[src/rcp_regs.vh]
// Register map, field positions, reset values and timing counts of the reset/clock/power block.
`ifndef RCP_REGS_VH
`define RCP_REGS_VH
// Register byte addresses (word aligned).
`define RCP_ADDR_PMODE 4'h0
`define RCP_ADDR_CFG 4'h4
`define RCP_ADDR_STAT 4'h8
`define RCP_ADDR_PMC 4'hc
// Power-mode entry register fields.
`define RCP_HALT_BIT 0
`define RCP_IDLE_BIT 1
// Configuration register fields.
`define RCP_CSEL_LSB 0
`define RCP_CSEL_MSB 1
`define RCP_CFG_RESET 2'h0
// Clock source codes.
`define RCP_CSEL_INT 2'h0
`define RCP_CSEL_SQ 2'h1
`define RCP_CSEL_XTAL 2'h2
`define RCP_CSEL_RC 2'h3
// Timing: clock rate, delays in their own units, derived cycle counts.
`define RCP_CLK_KHZ 40000
`define RCP_STARTUP_US 1000
`define RCP_STARTUP_CYC ((`RCP_STARTUP_US * `RCP_CLK_KHZ + 999) / 1000)
`define RCP_T0_PERIOD 8192
`define RCP_OSC_DIV 20
`endif

[src/rcp_reset_clock_power.v]
// Reset sequencer, clock source selection and HALT/IDLE power modes with an AXI4-Lite register slave.
`timescale 1ns/1ps
`include "rcp_regs.vh"

module rcp_reset_clock_power #(
    parameter STARTUP_CYCLES = `RCP_STARTUP_CYC
) (
    // Clock and reset.
    input wire mclk,
    input wire rst,
    // Reset sources.
    input wire powerOnDetect,
    input wire brownoutDetect,
    input wire watchdogExpire,
    input wire resetPinN,
    input wire resetPinPresent,
    // Wake sources and clock pins.
    input wire multiInputWakeup,
    input wire clockInputPin,
    // AXI4-Lite slave.
    input wire [3:0] s_axi_awaddr,
    input wire s_axi_awvalid,
    output reg s_axi_awready,
    input wire [31:0] s_axi_wdata,
    input wire [3:0] s_axi_wstrb,
    input wire s_axi_wvalid,
    output reg s_axi_wready,
    output reg [1:0] s_axi_bresp,
    output reg s_axi_bvalid,
    input wire s_axi_bready,
    input wire [3:0] s_axi_araddr,
    input wire s_axi_arvalid,
    output reg s_axi_arready,
    output reg [31:0] s_axi_rdata,
    output reg [1:0] s_axi_rresp,
    output reg s_axi_rvalid,
    input wire s_axi_rready,
    // System outputs.
    output reg coreResetQ,
    output reg ioResetQ,
    output reg instrClkEnQ,
    output reg oscRunQ,
    output reg detectorsEnQ,
    output reg timer0RunQ,
    output reg crystalOutQ,
    output reg crystalOutEnQ
);

    localparam ST_RESET = 2'h0;
    localparam ST_RUN = 2'h1;
    localparam ST_HALT = 2'h2;
    localparam ST_IDLE = 2'h3;

    // Counter end points, cut to the counter widths on purpose so no compare mixes widths.
    localparam [31:0] STARTUP_FULL = STARTUP_CYCLES;
    localparam [22:0] STARTUP_LAST = STARTUP_FULL[22:0] - 23'h1;
    localparam [31:0] OSC_DIV_FULL = `RCP_OSC_DIV;
    localparam [4:0] OSC_LAST = OSC_DIV_FULL[4:0] - 5'h1;

    reg [1:0] state_q;
    reg [22:0] startCnt_q;
    reg starting_q;
    reg [1:0] clockSel_q;
    reg haltReq_q;
    reg idleReq_q;
    reg pmcPending_q;
    reg [12:0] t0Cnt_q;
    reg [4:0] oscCnt_q;
    reg oscEn_q;
    reg oscHalf_q;
    reg [1:0] extDiv_q;
    reg ckiPrev_q;
    reg awHeld_q;
    reg wHeld_q;
    reg [3:0] awAddr_q;
    reg [31:0] wData_q;
    reg [3:0] wStrb_q;

    wire anyReset;
    wire ckiRise;
    wire t0Overflow;
    wire wrFire;
    wire [3:0] wrAddr;
    wire [31:0] wrData;
    wire wrLane0;

    // Every reset source is ORed; the pin is pulled up so it only counts when present and low.
    assign anyReset = rst | powerOnDetect | brownoutDetect | watchdogExpire
        | (resetPinPresent & ~resetPinN);
    assign ckiRise = clockInputPin & ~ckiPrev_q;
    assign t0Overflow = (t0Cnt_q == 13'h1fff);
    // A write lands exactly once, in the cycle its response is raised, after both halves were taken.
    assign wrAddr = awAddr_q;
    assign wrData = wData_q;
    assign wrLane0 = wStrb_q[0];
    assign wrFire = awHeld_q & wHeld_q & ~s_axi_bvalid;

    // AXI write channel: address and data may arrive in either order; response follows both.
    always @(posedge mclk) begin
        if (rst) begin
            awHeld_q <= 1'b0;
            wHeld_q <= 1'b0;
            awAddr_q <= 4'h0;
            wData_q <= 32'h0;
            wStrb_q <= 4'h0;
            s_axi_awready <= 1'b0;
            s_axi_wready <= 1'b0;
            s_axi_bvalid <= 1'b0;
            s_axi_bresp <= 2'h0;
        end else begin
            s_axi_awready <= ~awHeld_q & ~s_axi_bvalid;
            s_axi_wready <= ~wHeld_q & ~s_axi_bvalid;
            if (s_axi_awvalid & s_axi_awready) begin
                awHeld_q <= 1'b1;
                awAddr_q <= s_axi_awaddr;
                s_axi_awready <= 1'b0;
            end
            if (s_axi_wvalid & s_axi_wready) begin
                wHeld_q <= 1'b1;
                wData_q <= s_axi_wdata;
                wStrb_q <= s_axi_wstrb;
                s_axi_wready <= 1'b0;
            end
            if (awHeld_q & wHeld_q & ~s_axi_bvalid) begin
                awHeld_q <= 1'b0;
                wHeld_q <= 1'b0;
                s_axi_bvalid <= 1'b1;
                s_axi_bresp <= (awAddr_q[1:0] == 2'h0 && awAddr_q <= `RCP_ADDR_PMC) ? 2'h0 : 2'h2;
            end
            if (s_axi_bvalid & s_axi_bready) begin
                s_axi_bvalid <= 1'b0;
            end
        end
    end

    // AXI read channel; the mode register is write-only and reads as zero.
    always @(posedge mclk) begin
        if (rst) begin
            s_axi_arready <= 1'b0;
            s_axi_rvalid <= 1'b0;
            s_axi_rdata <= 32'h0;
            s_axi_rresp <= 2'h0;
        end else begin
            s_axi_arready <= ~s_axi_rvalid & ~s_axi_arready;
            if (s_axi_arvalid & s_axi_arready) begin
                s_axi_arready <= 1'b0;
                s_axi_rvalid <= 1'b1;
                s_axi_rresp <= 2'h0;
                case (s_axi_araddr)
                    `RCP_ADDR_PMODE: s_axi_rdata <= 32'h0;
                    `RCP_ADDR_CFG: s_axi_rdata <= {30'h0, clockSel_q};
                    `RCP_ADDR_STAT: s_axi_rdata <= {27'h0, pmcPending_q, starting_q, state_q, oscEn_q};
                    `RCP_ADDR_PMC: s_axi_rdata <= {31'h0, pmcPending_q};
                    default: begin
                        s_axi_rdata <= 32'h0;
                        s_axi_rresp <= 2'h2;
                    end
                endcase
            end else if (s_axi_rvalid & s_axi_rready) begin
                s_axi_rvalid <= 1'b0;
            end
        end
    end

    // Power-mode sequencer. Mode writes land only in RUN after start-up; CFG and PMC writes land in any state; the core is stopped outside RUN.
    always @(posedge mclk) begin
        if (anyReset) begin
            state_q <= ST_RESET;
            startCnt_q <= 23'h0;
            starting_q <= 1'b1;
            haltReq_q <= 1'b0;
            idleReq_q <= 1'b0;
            pmcPending_q <= 1'b0;
            clockSel_q <= `RCP_CFG_RESET;
        end else begin
            if (wrFire && wrLane0 && wrAddr == `RCP_ADDR_CFG) begin
                clockSel_q <= wrData[`RCP_CSEL_MSB:`RCP_CSEL_LSB];
            end
            if (wrFire && wrLane0 && wrAddr == `RCP_ADDR_PMC) begin
                pmcPending_q <= 1'b0;
            end
            case (state_q)
                ST_RESET: begin
                    // Core held until the oscillator start-up time has elapsed.
                    if (startCnt_q >= STARTUP_LAST) begin
                        state_q <= ST_RUN;
                        starting_q <= 1'b0;
                    end else begin
                        startCnt_q <= startCnt_q + 23'h1;
                    end
                end
                ST_RUN: begin
                    if (starting_q) begin
                        if (startCnt_q >= STARTUP_LAST) begin
                            starting_q <= 1'b0;
                        end else begin
                            startCnt_q <= startCnt_q + 23'h1;
                        end
                    end else if (wrFire && wrLane0 && wrAddr == `RCP_ADDR_PMODE) begin
                        if (wrData[`RCP_HALT_BIT]) begin
                            state_q <= ST_HALT;
                            haltReq_q <= 1'b1;
                        end else if (wrData[`RCP_IDLE_BIT]) begin
                            state_q <= ST_IDLE;
                            idleReq_q <= 1'b1;
                        end
                    end
                end
                ST_HALT: begin
                    if (multiInputWakeup) begin
                        state_q <= ST_RUN;
                        haltReq_q <= 1'b0;
                        pmcPending_q <= 1'b1;
                        starting_q <= 1'b1;
                        startCnt_q <= 23'h0;
                    end
                end
                ST_IDLE: begin
                    if (multiInputWakeup | t0Overflow) begin
                        state_q <= ST_RUN;
                        idleReq_q <= 1'b0;
                        pmcPending_q <= 1'b1;
                    end
                end
                default: state_q <= ST_RESET;
            endcase
        end
    end

    // Timer 0 keeps counting in IDLE; it overflows once every 8192 cycles.
    always @(posedge mclk) begin
        if (anyReset || state_q == ST_HALT) begin
            t0Cnt_q <= 13'h0;
        end else begin
            t0Cnt_q <= t0Cnt_q + 13'h1;
        end
    end

    // Internal oscillator model: 2MHz tick from mclk, halved to 1MHz; external ticks divided.
    always @(posedge mclk) begin
        if (rst) begin
            oscCnt_q <= 5'h0;
            oscEn_q <= 1'b0;
            oscHalf_q <= 1'b0;
            extDiv_q <= 2'h0;
            ckiPrev_q <= 1'b0;
        end else begin
            ckiPrev_q <= clockInputPin;
            oscEn_q <= 1'b0;
            // The 2MHz tick only yields an instruction on every second tick.
            if (oscEn_q) begin
                oscHalf_q <= ~oscHalf_q;
            end
            if (oscRunQ) begin
                if (oscCnt_q == OSC_LAST) begin
                    oscCnt_q <= 5'h0;
                    oscEn_q <= 1'b1;
                end else begin
                    oscCnt_q <= oscCnt_q + 5'h1;
                end
            end
            if (ckiRise) begin
                extDiv_q <= extDiv_q + 2'h1;
            end
        end
    end

    // Registered outputs: clock enables, subsystem gates and the crystal drive pin.
    always @(posedge mclk) begin
        if (rst) begin
            coreResetQ <= 1'b1;
            ioResetQ <= 1'b1;
            instrClkEnQ <= 1'b0;
            oscRunQ <= 1'b1;
            detectorsEnQ <= 1'b0;
            timer0RunQ <= 1'b0;
            crystalOutQ <= 1'b0;
            crystalOutEnQ <= 1'b0;
        end else begin
            coreResetQ <= anyReset | (state_q == ST_RESET);
            ioResetQ <= anyReset | (state_q == ST_RESET);
            oscRunQ <= (state_q != ST_HALT) && (clockSel_q == `RCP_CSEL_INT);
            detectorsEnQ <= (state_q == ST_RUN);
            timer0RunQ <= (state_q == ST_RUN) || (state_q == ST_IDLE);
            crystalOutEnQ <= (clockSel_q == `RCP_CSEL_XTAL);
            crystalOutQ <= (clockSel_q == `RCP_CSEL_XTAL) & ~clockInputPin;
            if (state_q != ST_RUN || starting_q || anyReset) begin
                instrClkEnQ <= 1'b0;
            end else begin
                case (clockSel_q)
                    `RCP_CSEL_INT: instrClkEnQ <= oscEn_q & oscHalf_q;
                    `RCP_CSEL_SQ: instrClkEnQ <= ckiRise;
                    default: instrClkEnQ <= ckiRise & (extDiv_q == 2'h3);
                endcase
            end
        end
    end

endmodule // rcp_reset_clock_power

[config.mk]
export PLATFORM = sky130hd
export DESIGN_NAME = rcp_reset_clock_power
export DESIGN_NICKNAME = d
export VERILOG_FILES = /design/src/rcp_reset_clock_power.v
export VERILOG_INCLUDE_DIRS = /design/src /design/src/src
export SDC_FILE = /design/constraint.sdc
export NUM_CORES = 1
export LEC_CHECK = 0
export ABC_AREA = 1
export BUFFER_PORTS_ARGS = -buffer_cell sky130_fd_sc_hd__clkbuf_2
export CELL_PAD_IN_SITES_DETAIL_PLACEMENT = 0
export CELL_PAD_IN_SITES_GLOBAL_PLACEMENT = 1
export CORE_ASPECT_RATIO = 0.7
export CORE_MARGIN = 2
export CORE_UTILIZATION = 37
export CTS_CLUSTER_DIAMETER = 60
export DETAILED_ROUTE_END_ITERATION = 6
export GPL_TIMING_DRIVEN = 0
export PLACE_DENSITY = 0.77
export SLEW_MARGIN = 40
export SYNTH_ARGS = -nofsm -noshare
export SYNTH_HDL_FRONTEND = slang
export SYNTH_SLANG_ARGS = --single-unit
[constraint.sdc]
create_clock -name mclk -period 2.65 [get_ports mclk]
set_input_delay 0.3975 -clock mclk [delete_from_list [all_inputs] [get_ports mclk]]
set_output_delay 0.3975 -clock mclk [all_outputs]
set_load 0.005 [all_outputs]
## After elaboration in Yosys (flattened, before gate mapping)

Cells that the tools add are included.

| word-level totals | value |
|---|---|
| register bits | 109 |
| bits in latches | 0 |
| RAM bits | 0 |
| ROM bits | 0 |
| input bits | 58 |
| logic and storage cells | 147 |
| memories | 0 |

| operators by class | value |
|---|---|
| $add $sub $neg | 4 |
| multipliers | 0 |
| div/mod/pow operators | 0 |
| magnitude comparators | 2 |
| eq/ne operators | 22 |
| shift-type cells | 0 |
| muxes and demuxes | 29 |
| bitwise gates (word level) | 31 |
| reductions and logical operators | 28 |

Operator list:

| cell | number |
|---|---|
| 23-bit 2-to-1 mux | 3 |
| 23-bit one-hot mux with 3 select lines | 1 |
| 23-bit by 1-bit adder with 23-bit output, second input constant | 1 |
| 23-bit by 16-bit >= comparator with 1-bit output, second input constant | 1 |
| 2-bit 2-to-1 mux | 9 |
| 1-bit AND | 15 |
| 5-bit one-hot mux with 3 select lines | 1 |
| 2-bit != test, second input constant | 7 |
| 2-bit OR reduction | 7 |
| 13-bit by 1-bit adder with 13-bit output, second input constant | 1 |
| 13-bit == test, second input constant | 1 |
| 4-bit == test, second input constant | 3 |
| 1-bit 2-to-1 mux | 10 |
| 1-bit inverter | 10 |
| 2-bit == test, second input constant | 4 |
| 4-bit by 3-bit == test with 1-bit output, second input constant | 2 |
| 4-bit logical NOT | 2 |
| 2-bit one-hot mux with 4 select lines | 1 |
| 1-bit logical AND | 6 |
| 2-bit logical NOT | 3 |
| 1-bit bitwise OR | 6 |
| 3-bit AND reduction | 2 |
| 6-bit AND reduction | 1 |
| 5-bit by 1-bit adder with 5-bit output, second input constant | 1 |
| 13 further kinds | 18 |

## Depth between registers and ports, before layout

Gate-level depths: netlist (run 1).

| logic depth | value |
|---|---|
| depth after elaboration | 7 |
| gate-level depth with buffers | 11 |
| mapped depth without buffers | 10 |

## Least setup slack after synthesis (run 1)

OpenSTA, ideal clock, no wires.

| path | value |
|---|---|
| kind | reg-to-reg |
| start | register state_q[1] |
| end | register startCnt_q[2] |
| data arrival time | 1,839 ps |
| path slack | 745 ps |
| cell stages (with the launch flop) | 10 |
| period minus slack after synthesis | 1,905 ps |
| path through | dfxtp_1 > inv_1 > ha_1 > inv_1 > or2_1 > nand2_1 > a21oi_4 > buf_1 > nand3_1 > a21oi_2 |

| between the ends | value |
|---|---|
| longest elaborated chain between the ends | 3 |
| elaborated cells on any way between the ends | 8 |
| those cells by class | eq/ne (4); mux (1); reduce/logical (3) |

RTL lines:

| what | line | source |
|---|---|---|
| start: declaration | rcp_reset_clock_power.v:60 | `reg [1:0] state_q;` |
| start signal: assignment | rcp_reset_clock_power.v:168 | `state_q <= ST_RESET;` |
| start signal: assignment | rcp_reset_clock_power.v:186 | `state_q <= ST_RUN;` |
| start signal: assignment | rcp_reset_clock_power.v:201 | `state_q <= ST_HALT;` |
| 2-bit by 1-bit == test with 1-bit output (tied with other cells) | rcp_reset_clock_power.v:182 | `case (state_q)` |
| 2-bit != test (no line) or 3-bit nonzero test (tied branches) | n/a |  |
| 3-bit AND reduction (no line) | n/a |  |
| end signal: assignment | rcp_reset_clock_power.v:189 | `startCnt_q <= startCnt_q + 23'h1;` |
| end signal: assignment | rcp_reset_clock_power.v:197 | `startCnt_q <= startCnt_q + 23'h1;` |
| end: declaration | rcp_reset_clock_power.v:61 | `reg [22:0] startCnt_q;` |

Parallel ways exist; a longest one is shown, timed or not.
A chain may end at the register's enable or synchronous reset.

## Final worst setup path (run 1)

| path | value |
|---|---|
| start | register state_q[1] |
| end | register startCnt_q[3] |

The elaborated chain is that of the path after synthesis.

==> results.md, run 1 <==
* Tmin final at 2440 ps
* Placed cells at 831
* Final worst slack at 212 ps
* Setup_tns at 0 ps
* Adder-Cell Fraction of Synth Area at 2.37%
* FMAX at 410 MHz
* Clock Skew at 4.38 ps
* PortBufs at 43
* Gr usage total at 17.9%
* Row count at 32
* Share of cells above drive strength 1 at 17.2%
* Post-cts resize count at 0
* GPL Wtd Cong at 0.932
* Crit-path max FO at 10
* CP startpoint kind: flop
* Crit Path Class: reg2reg
* Final Hold Fails at 0
* CTS clk-pin slew, worst paths at 60 ps
* Total I/O pin count at 107
* Leak at 2.08 nW
* Hold WC Path Type: in2reg
* Max VDD drop at 0.307 mV
* First DRT Iteration DRCs at 256
* Clock root buffer: clkbuf_16
* CTS buffer count at 9
* First-pass GRT wire length at 17600 um
* Avg WL per Cell at 12.3 um
* Grt ovf at 0
* CTS Sinks at 80
* Hold_buf cts at 0
* Drt first pass iters at 6
* YS warnings at 0
* Synth Area in Simple Gates at 32.3%
* Crit path DAT at 2710 ps
* Area Growth Syn to Fin at 19.1%
* Placed standard-cell area at 0.00473 mm^2
* Mux contribution to synthesized area at 0%
* Post-Synthesis Cell Area at 0.00422 mm^2
* Count leader, synth: nand2_1
* Top cell type's share of synthesized area at 37.9%
* DP Wirelength at 8210 um
* Finished Layout Cells at 846
* CTS tree: built
* Avg Vias per Cell at 4.69
* Largest area contributor in the netlist: dfxtp_1
* Initial antenna violation count at 0
* # DRC at 0
* Final setup violation count at 0
* Main area contributors after synthesis: dfxtp_1, nand2_1, nor2_1, a21oi_1, buf_4
* Primary FF master, synth: dfxtp_1
* Diode count at 0
* Fin. max-slew vios at 0
* Vias in the first global route at 3605
* Largest net degree at the start of global routing at 14
* RSZ-0062 raised after global routing: no
* Syn Inst Count at 607
* Synthesized flop and latch total at 80
* Netlist cell types at 40
* CTS max path bufs at 2
* Sequential share of the synthesized area at 37.9%
* Clock Latency Late Sink at 340 ps
* Period utilization at 92.0%
* XOR/XNOR share of the synthesized area at 2.90%
* Hold_ws at 248 ps
* Core Area at 0.0111 mm^2
* Initial Utilization at 38.2%
* Nets at 755
* Drt total wl at 10400 um
* Rel. slew slack at 65.0%
* Post-CTS setup buffers at 0
* Synth Area in Compound Gates at 12.5%
* Post-synth EDFFs at 0
* Pre-CTS setup slack at 270 ps
* Layout Utilization at 45.5%
* Synth cell count leaders: nand2_1, nor2_1, dfxtp_1
* Main combinational cell family by area after synthesis: simple AND/OR/NAND/NOR gates
* Worst slew pin tran at 512 ps
* Critical path capture point type: flop
* Die H at 93.4 um
* Synth async-reset ratio at 0%
* Outcome: completed
* Routed Antenna Nets at 0
* H-tree depth at 3
* Pwr dens at 527 mW/mm^2
* Worst path required time at 2920 ps
* Final Cell Area at 0.00503 mm^2
* Die X at 132 um
* Max cap viols at 0
* Via Count at 3968
* Mapped Avg Cell Area at 6.96 um^2
* Overall power at 2.65 mW
* Die area at 0.0123 mm^2
[worst max-delay path, cell delays in order (launching register included)]
cell	delay [ps]
dfxtp_1	480
inv_1	190
ha_1	290
inv_1	120
or2_1	150
nand2_1	100
a21oi_4	280
buf_1	440
nand3_1	150
a21oi_1	160
[placed cells by master (no fill, tap or decap), types with 3 or more instances in the layout]
master     instances
o21ai_0           24
o21bai_1           3
clkbuf_1           5
nor3_1             9
nand2_1          131
nand3_1           40
clkbuf_16          9
nor2_1            97
buf_4             30
a21oi_1           49
a21oi_2            6
nor4_1             3
conb_1            29
dfxtp_1           80
buf_2              4
nand2_2            8
clkbuf_2          43
inv_1             55
nor3b_1            4
nand4_1           12
ha_1               8
xor2_1            12
[cell families after synthesis]
kind of cell	after synthesis
XOR/XNOR	14
flip-flops	80
other	1
AND/OR/NAND/NOR	313
adder cells (fa/ha/maj)	8
buffers and inverters	99
AO/OA/AOI/OAI	92
[flip-flops by register name (all words and copies together), names as in the netlist, 2 cells and up]
register     count
state_q          2
awAddr_q         4
extDiv_q         2
s_axi_rdata      5
clockSel_q       2
t0Cnt_q         13
startCnt_q      23
oscCnt_q         5
wData_q          2
[path summary, 6_finish.rpt]
| kind | end | slack, ps | cells past startpoint | startpoint |
|---|---|---|---|---|
| hold reg to reg | s_axi_arready | 440 | 1 | s_axi_arready |
| setup reg to reg | startCnt_q[3] | 210 | 9 | state_q[1] |
| setup / recovery | startCnt_q[3] | 210 | 9 | state_q[1] |
| hold / removal | crystalOutQ | 250 | 2 | clockInputPin |
[metal layers]
metal | GRT usage [%] | wire, um
met5 | 0 | 0
met4 | 5.62 | 134
met3 | 4.66 | 645
met2 | 25.0 | 4060
met1 | 26.7 | 5560
[power breakdown]
part	internal, mW	total [mW]	switching, mW
Sequential	1.23	1.25	0.0163
Clock	0.750	1.25	0.499
Combinational	0.0708	0.154	0.0834
Total	2.05	2.65	0.599
[cell type report]
class                   instances  area (um^2)
fillers                      1201         6020
clock buffers                  10          239
flip-flops and latches         80         1600
repair buffers                 43          215
clock inverters                 5         56.3
well taps                     153          191
inverters                      57          214
multi-input cells             456         2220
plain buffers                  42          290
No activity file was read; power rests on OpenSTA's default activity.
==> run 2, diff against run 1 <==
- RECOVER_POWER: unset -> 25
==> results.md, run 2 (same netlist as run 1, synthesis figures left out) <==
* Initial antenna violation count at 0
* Met2 wire len at 4060 um
* HP Start: clockInputPin
* Placed cells at 831
* DP Wirelength at 8210 um
* Die area at 0.0123 mm^2
* Nets at 755
* Outcome: complete, but fails checks
* CTS buffer count at 9
* Clock Skew at 4.49 ps
* Area Growth Syn to Fin at 19.0%
* Crit path top cell by count: inv_1
* Hold EP: crystalOutQ
* Worst Setup SP: state_q[1]
* Final Hold Fails at 0
* CP startpoint kind: flop
* Worst R2R Start: state_q[1]
* Final worst slack at 209 ps
* Via Count at 3964
* Top reg by flops: startCnt_q
* Crit path largest cell delay at 480 ps
* Sw Pwr at 0.594 mW
* Pre-CTS setup slack at 270 ps
* Int Pwr at 2.05 mW
* Hold WC Path Type: in2reg
* Max layer used: met4
* Sw frac at 22.5%
* Die X at 132 um
* Routed wl met3 at 678 um
* Drt total wl at 10400 um
* CTS clk-pin slew, worst paths at 60 ps
* FMAX at 410 MHz
* Max VDD drop at 0.307 mV
* Hold depth at 2
* FF-to-FF path depth at 9
* Core Area at 0.0111 mm^2
* Crit path DAT at 2710 ps
* R2R setup slack at 210 ps
* CTS tree: built
* Leak at 2.07 nW
* Worst slew pin tran at 512 ps
* Vias in the first global route at 3605
* Rel. slew slack at 65.0%
* Clock network power share at 47.0%
* Grt ovf at 0
* Period utilization at 92.1%
* Diode count at 0
* Hold_buf cts at 0
* Worst path required time at 2920 ps
* Cell Chain, Critical Path: inv_1 -> ha_1 -> inv_1 -> or2_1 -> nand2_1 -> a21oi_4 -> buf_1 -> nand3_1 -> a21oi_1
* Most frequent cells in the layout: nand2_1, nor2_1, dfxtp_1
* # DRC at 4
* Tmin final at 2440 ps
* Crit-path max FO at 10
* Final setup violation count at 0
* Initial Utilization at 38.2%
* Largest net degree at the start of global routing at 14
* CP Buf/Inv Count at 3
* Combinational share of power at 5.8%
* Total I/O pin count at 107
* CP delay by family, top: buffers and inverters
* Crit Path Class: reg2reg
* Max cap viols at 0
* First DRT Iteration DRCs at 254
* Setup_tns at 0 ps
* Routed Antenna Nets at 0
* CTS max path bufs at 2
* Max reg flops at 23
* Flop pwr share at 47.2%
* Share of cells above drive strength 1 at 16.6%
* Slowest stage cell on the critical path: dfxtp_1
* GPL Wtd Cong at 0.932
* Commonest non-fill, non-tap cell in the layout: nand2_1
* Layout Utilization at 45.5%
* Die H at 93.4 um
* Worst r2r dst: startCnt_q[3]
* Largest registers: startCnt_q (23), t0Cnt_q (13)
* Row count at 32
* PortBufs at 43
* Gr usage total at 17.9%
* Avg WL per Cell at 12.3 um
* Failing checks: DRC
* Pwr dens at 527 mW/mm^2
* Fin. max-slew vios at 0
* Clock Latency Late Sink at 340 ps
* Finished Layout Cells at 846
* Clock root buffer: clkbuf_16
* Critical path capture point type: flop
* Metal-1 WL at 5540 um
* Avg Vias per Cell at 4.69
* Post-CTS setup buffers at 0
* H-tree depth at 3
* First-pass GRT wire length at 17600 um
* Drt first pass iters at 7
* CTS Sinks at 80
* RSZ-0062 raised after global routing: no
* Post-cts resize count at 0
==> run 2: worst reg2reg max path: cells and delay by family, from the launching register on <==
kind	cells	cell delay [ps]
DFF	1	480
buffers and inverters	3	750
AOI/OAI and AO/OA	2	450
and+or+nand+nor	3	400
adders and majority gates	1	290
==> run 2: worst max-delay path by stage <==
stage / endpoint / slack [ps] / cells past startpoint
floorplan: startCnt_q[2] / 740 / 9
global placement: startCnt_q[2] / 300 / 9
detailed placement: startCnt_q[3] / 270 / 9
CTS: startCnt_q[2] / 230 / 9
global route: startCnt_q[4] / 40 / 9
finish: startCnt_q[3] / 210 / 9
==> run 2: layout make-up <==
type	count	area [um^2]
multi-input cells	456	2220
clock buffers	10	239
clock inverters	5	56.3
plain buffers	42	289
inverters	57	214
fillers	1204	6030
flip-flops and latches	80	1600
repair buffers	43	211
well taps	153	191
==> run 2: power by group through the flow <==
stage | sequential, mW | clock (mW) | combinational, mW
6_report | 1.25 | 1.24 | 0.154
5_1_grt | 1.25 | 1.33 | 0.178
4_1_cts | 1.25 | 1.28 | 0.153
3_5_place_dp | 1.27 | 0 | 0.153
3_3_place_gp | 1.27 | 0 | 0.150
2_1_floorplan | 1.27 | 0 | 0.104
==> run 2: per-stage QoR <==
step / hold WS, ps / area, um^2 / power (mW)
floorplan: 422 / 4330 / 1.38
global placement: 434 / 4730 / 1.42
detailed placement: 431 / 4730 / 1.43
CTS: 233 / 5030 / 2.68
global route: 255 / 5020 / 2.76
finish: 248 / 5020 / 2.65
==> run 2: routing by layer <==
metal	global-route usage [%]	up-vias
li1	-	2071
met1	26.7	1786
met2	25.0	95
met3	4.66	12
met4	5.62	0
met5	0	-
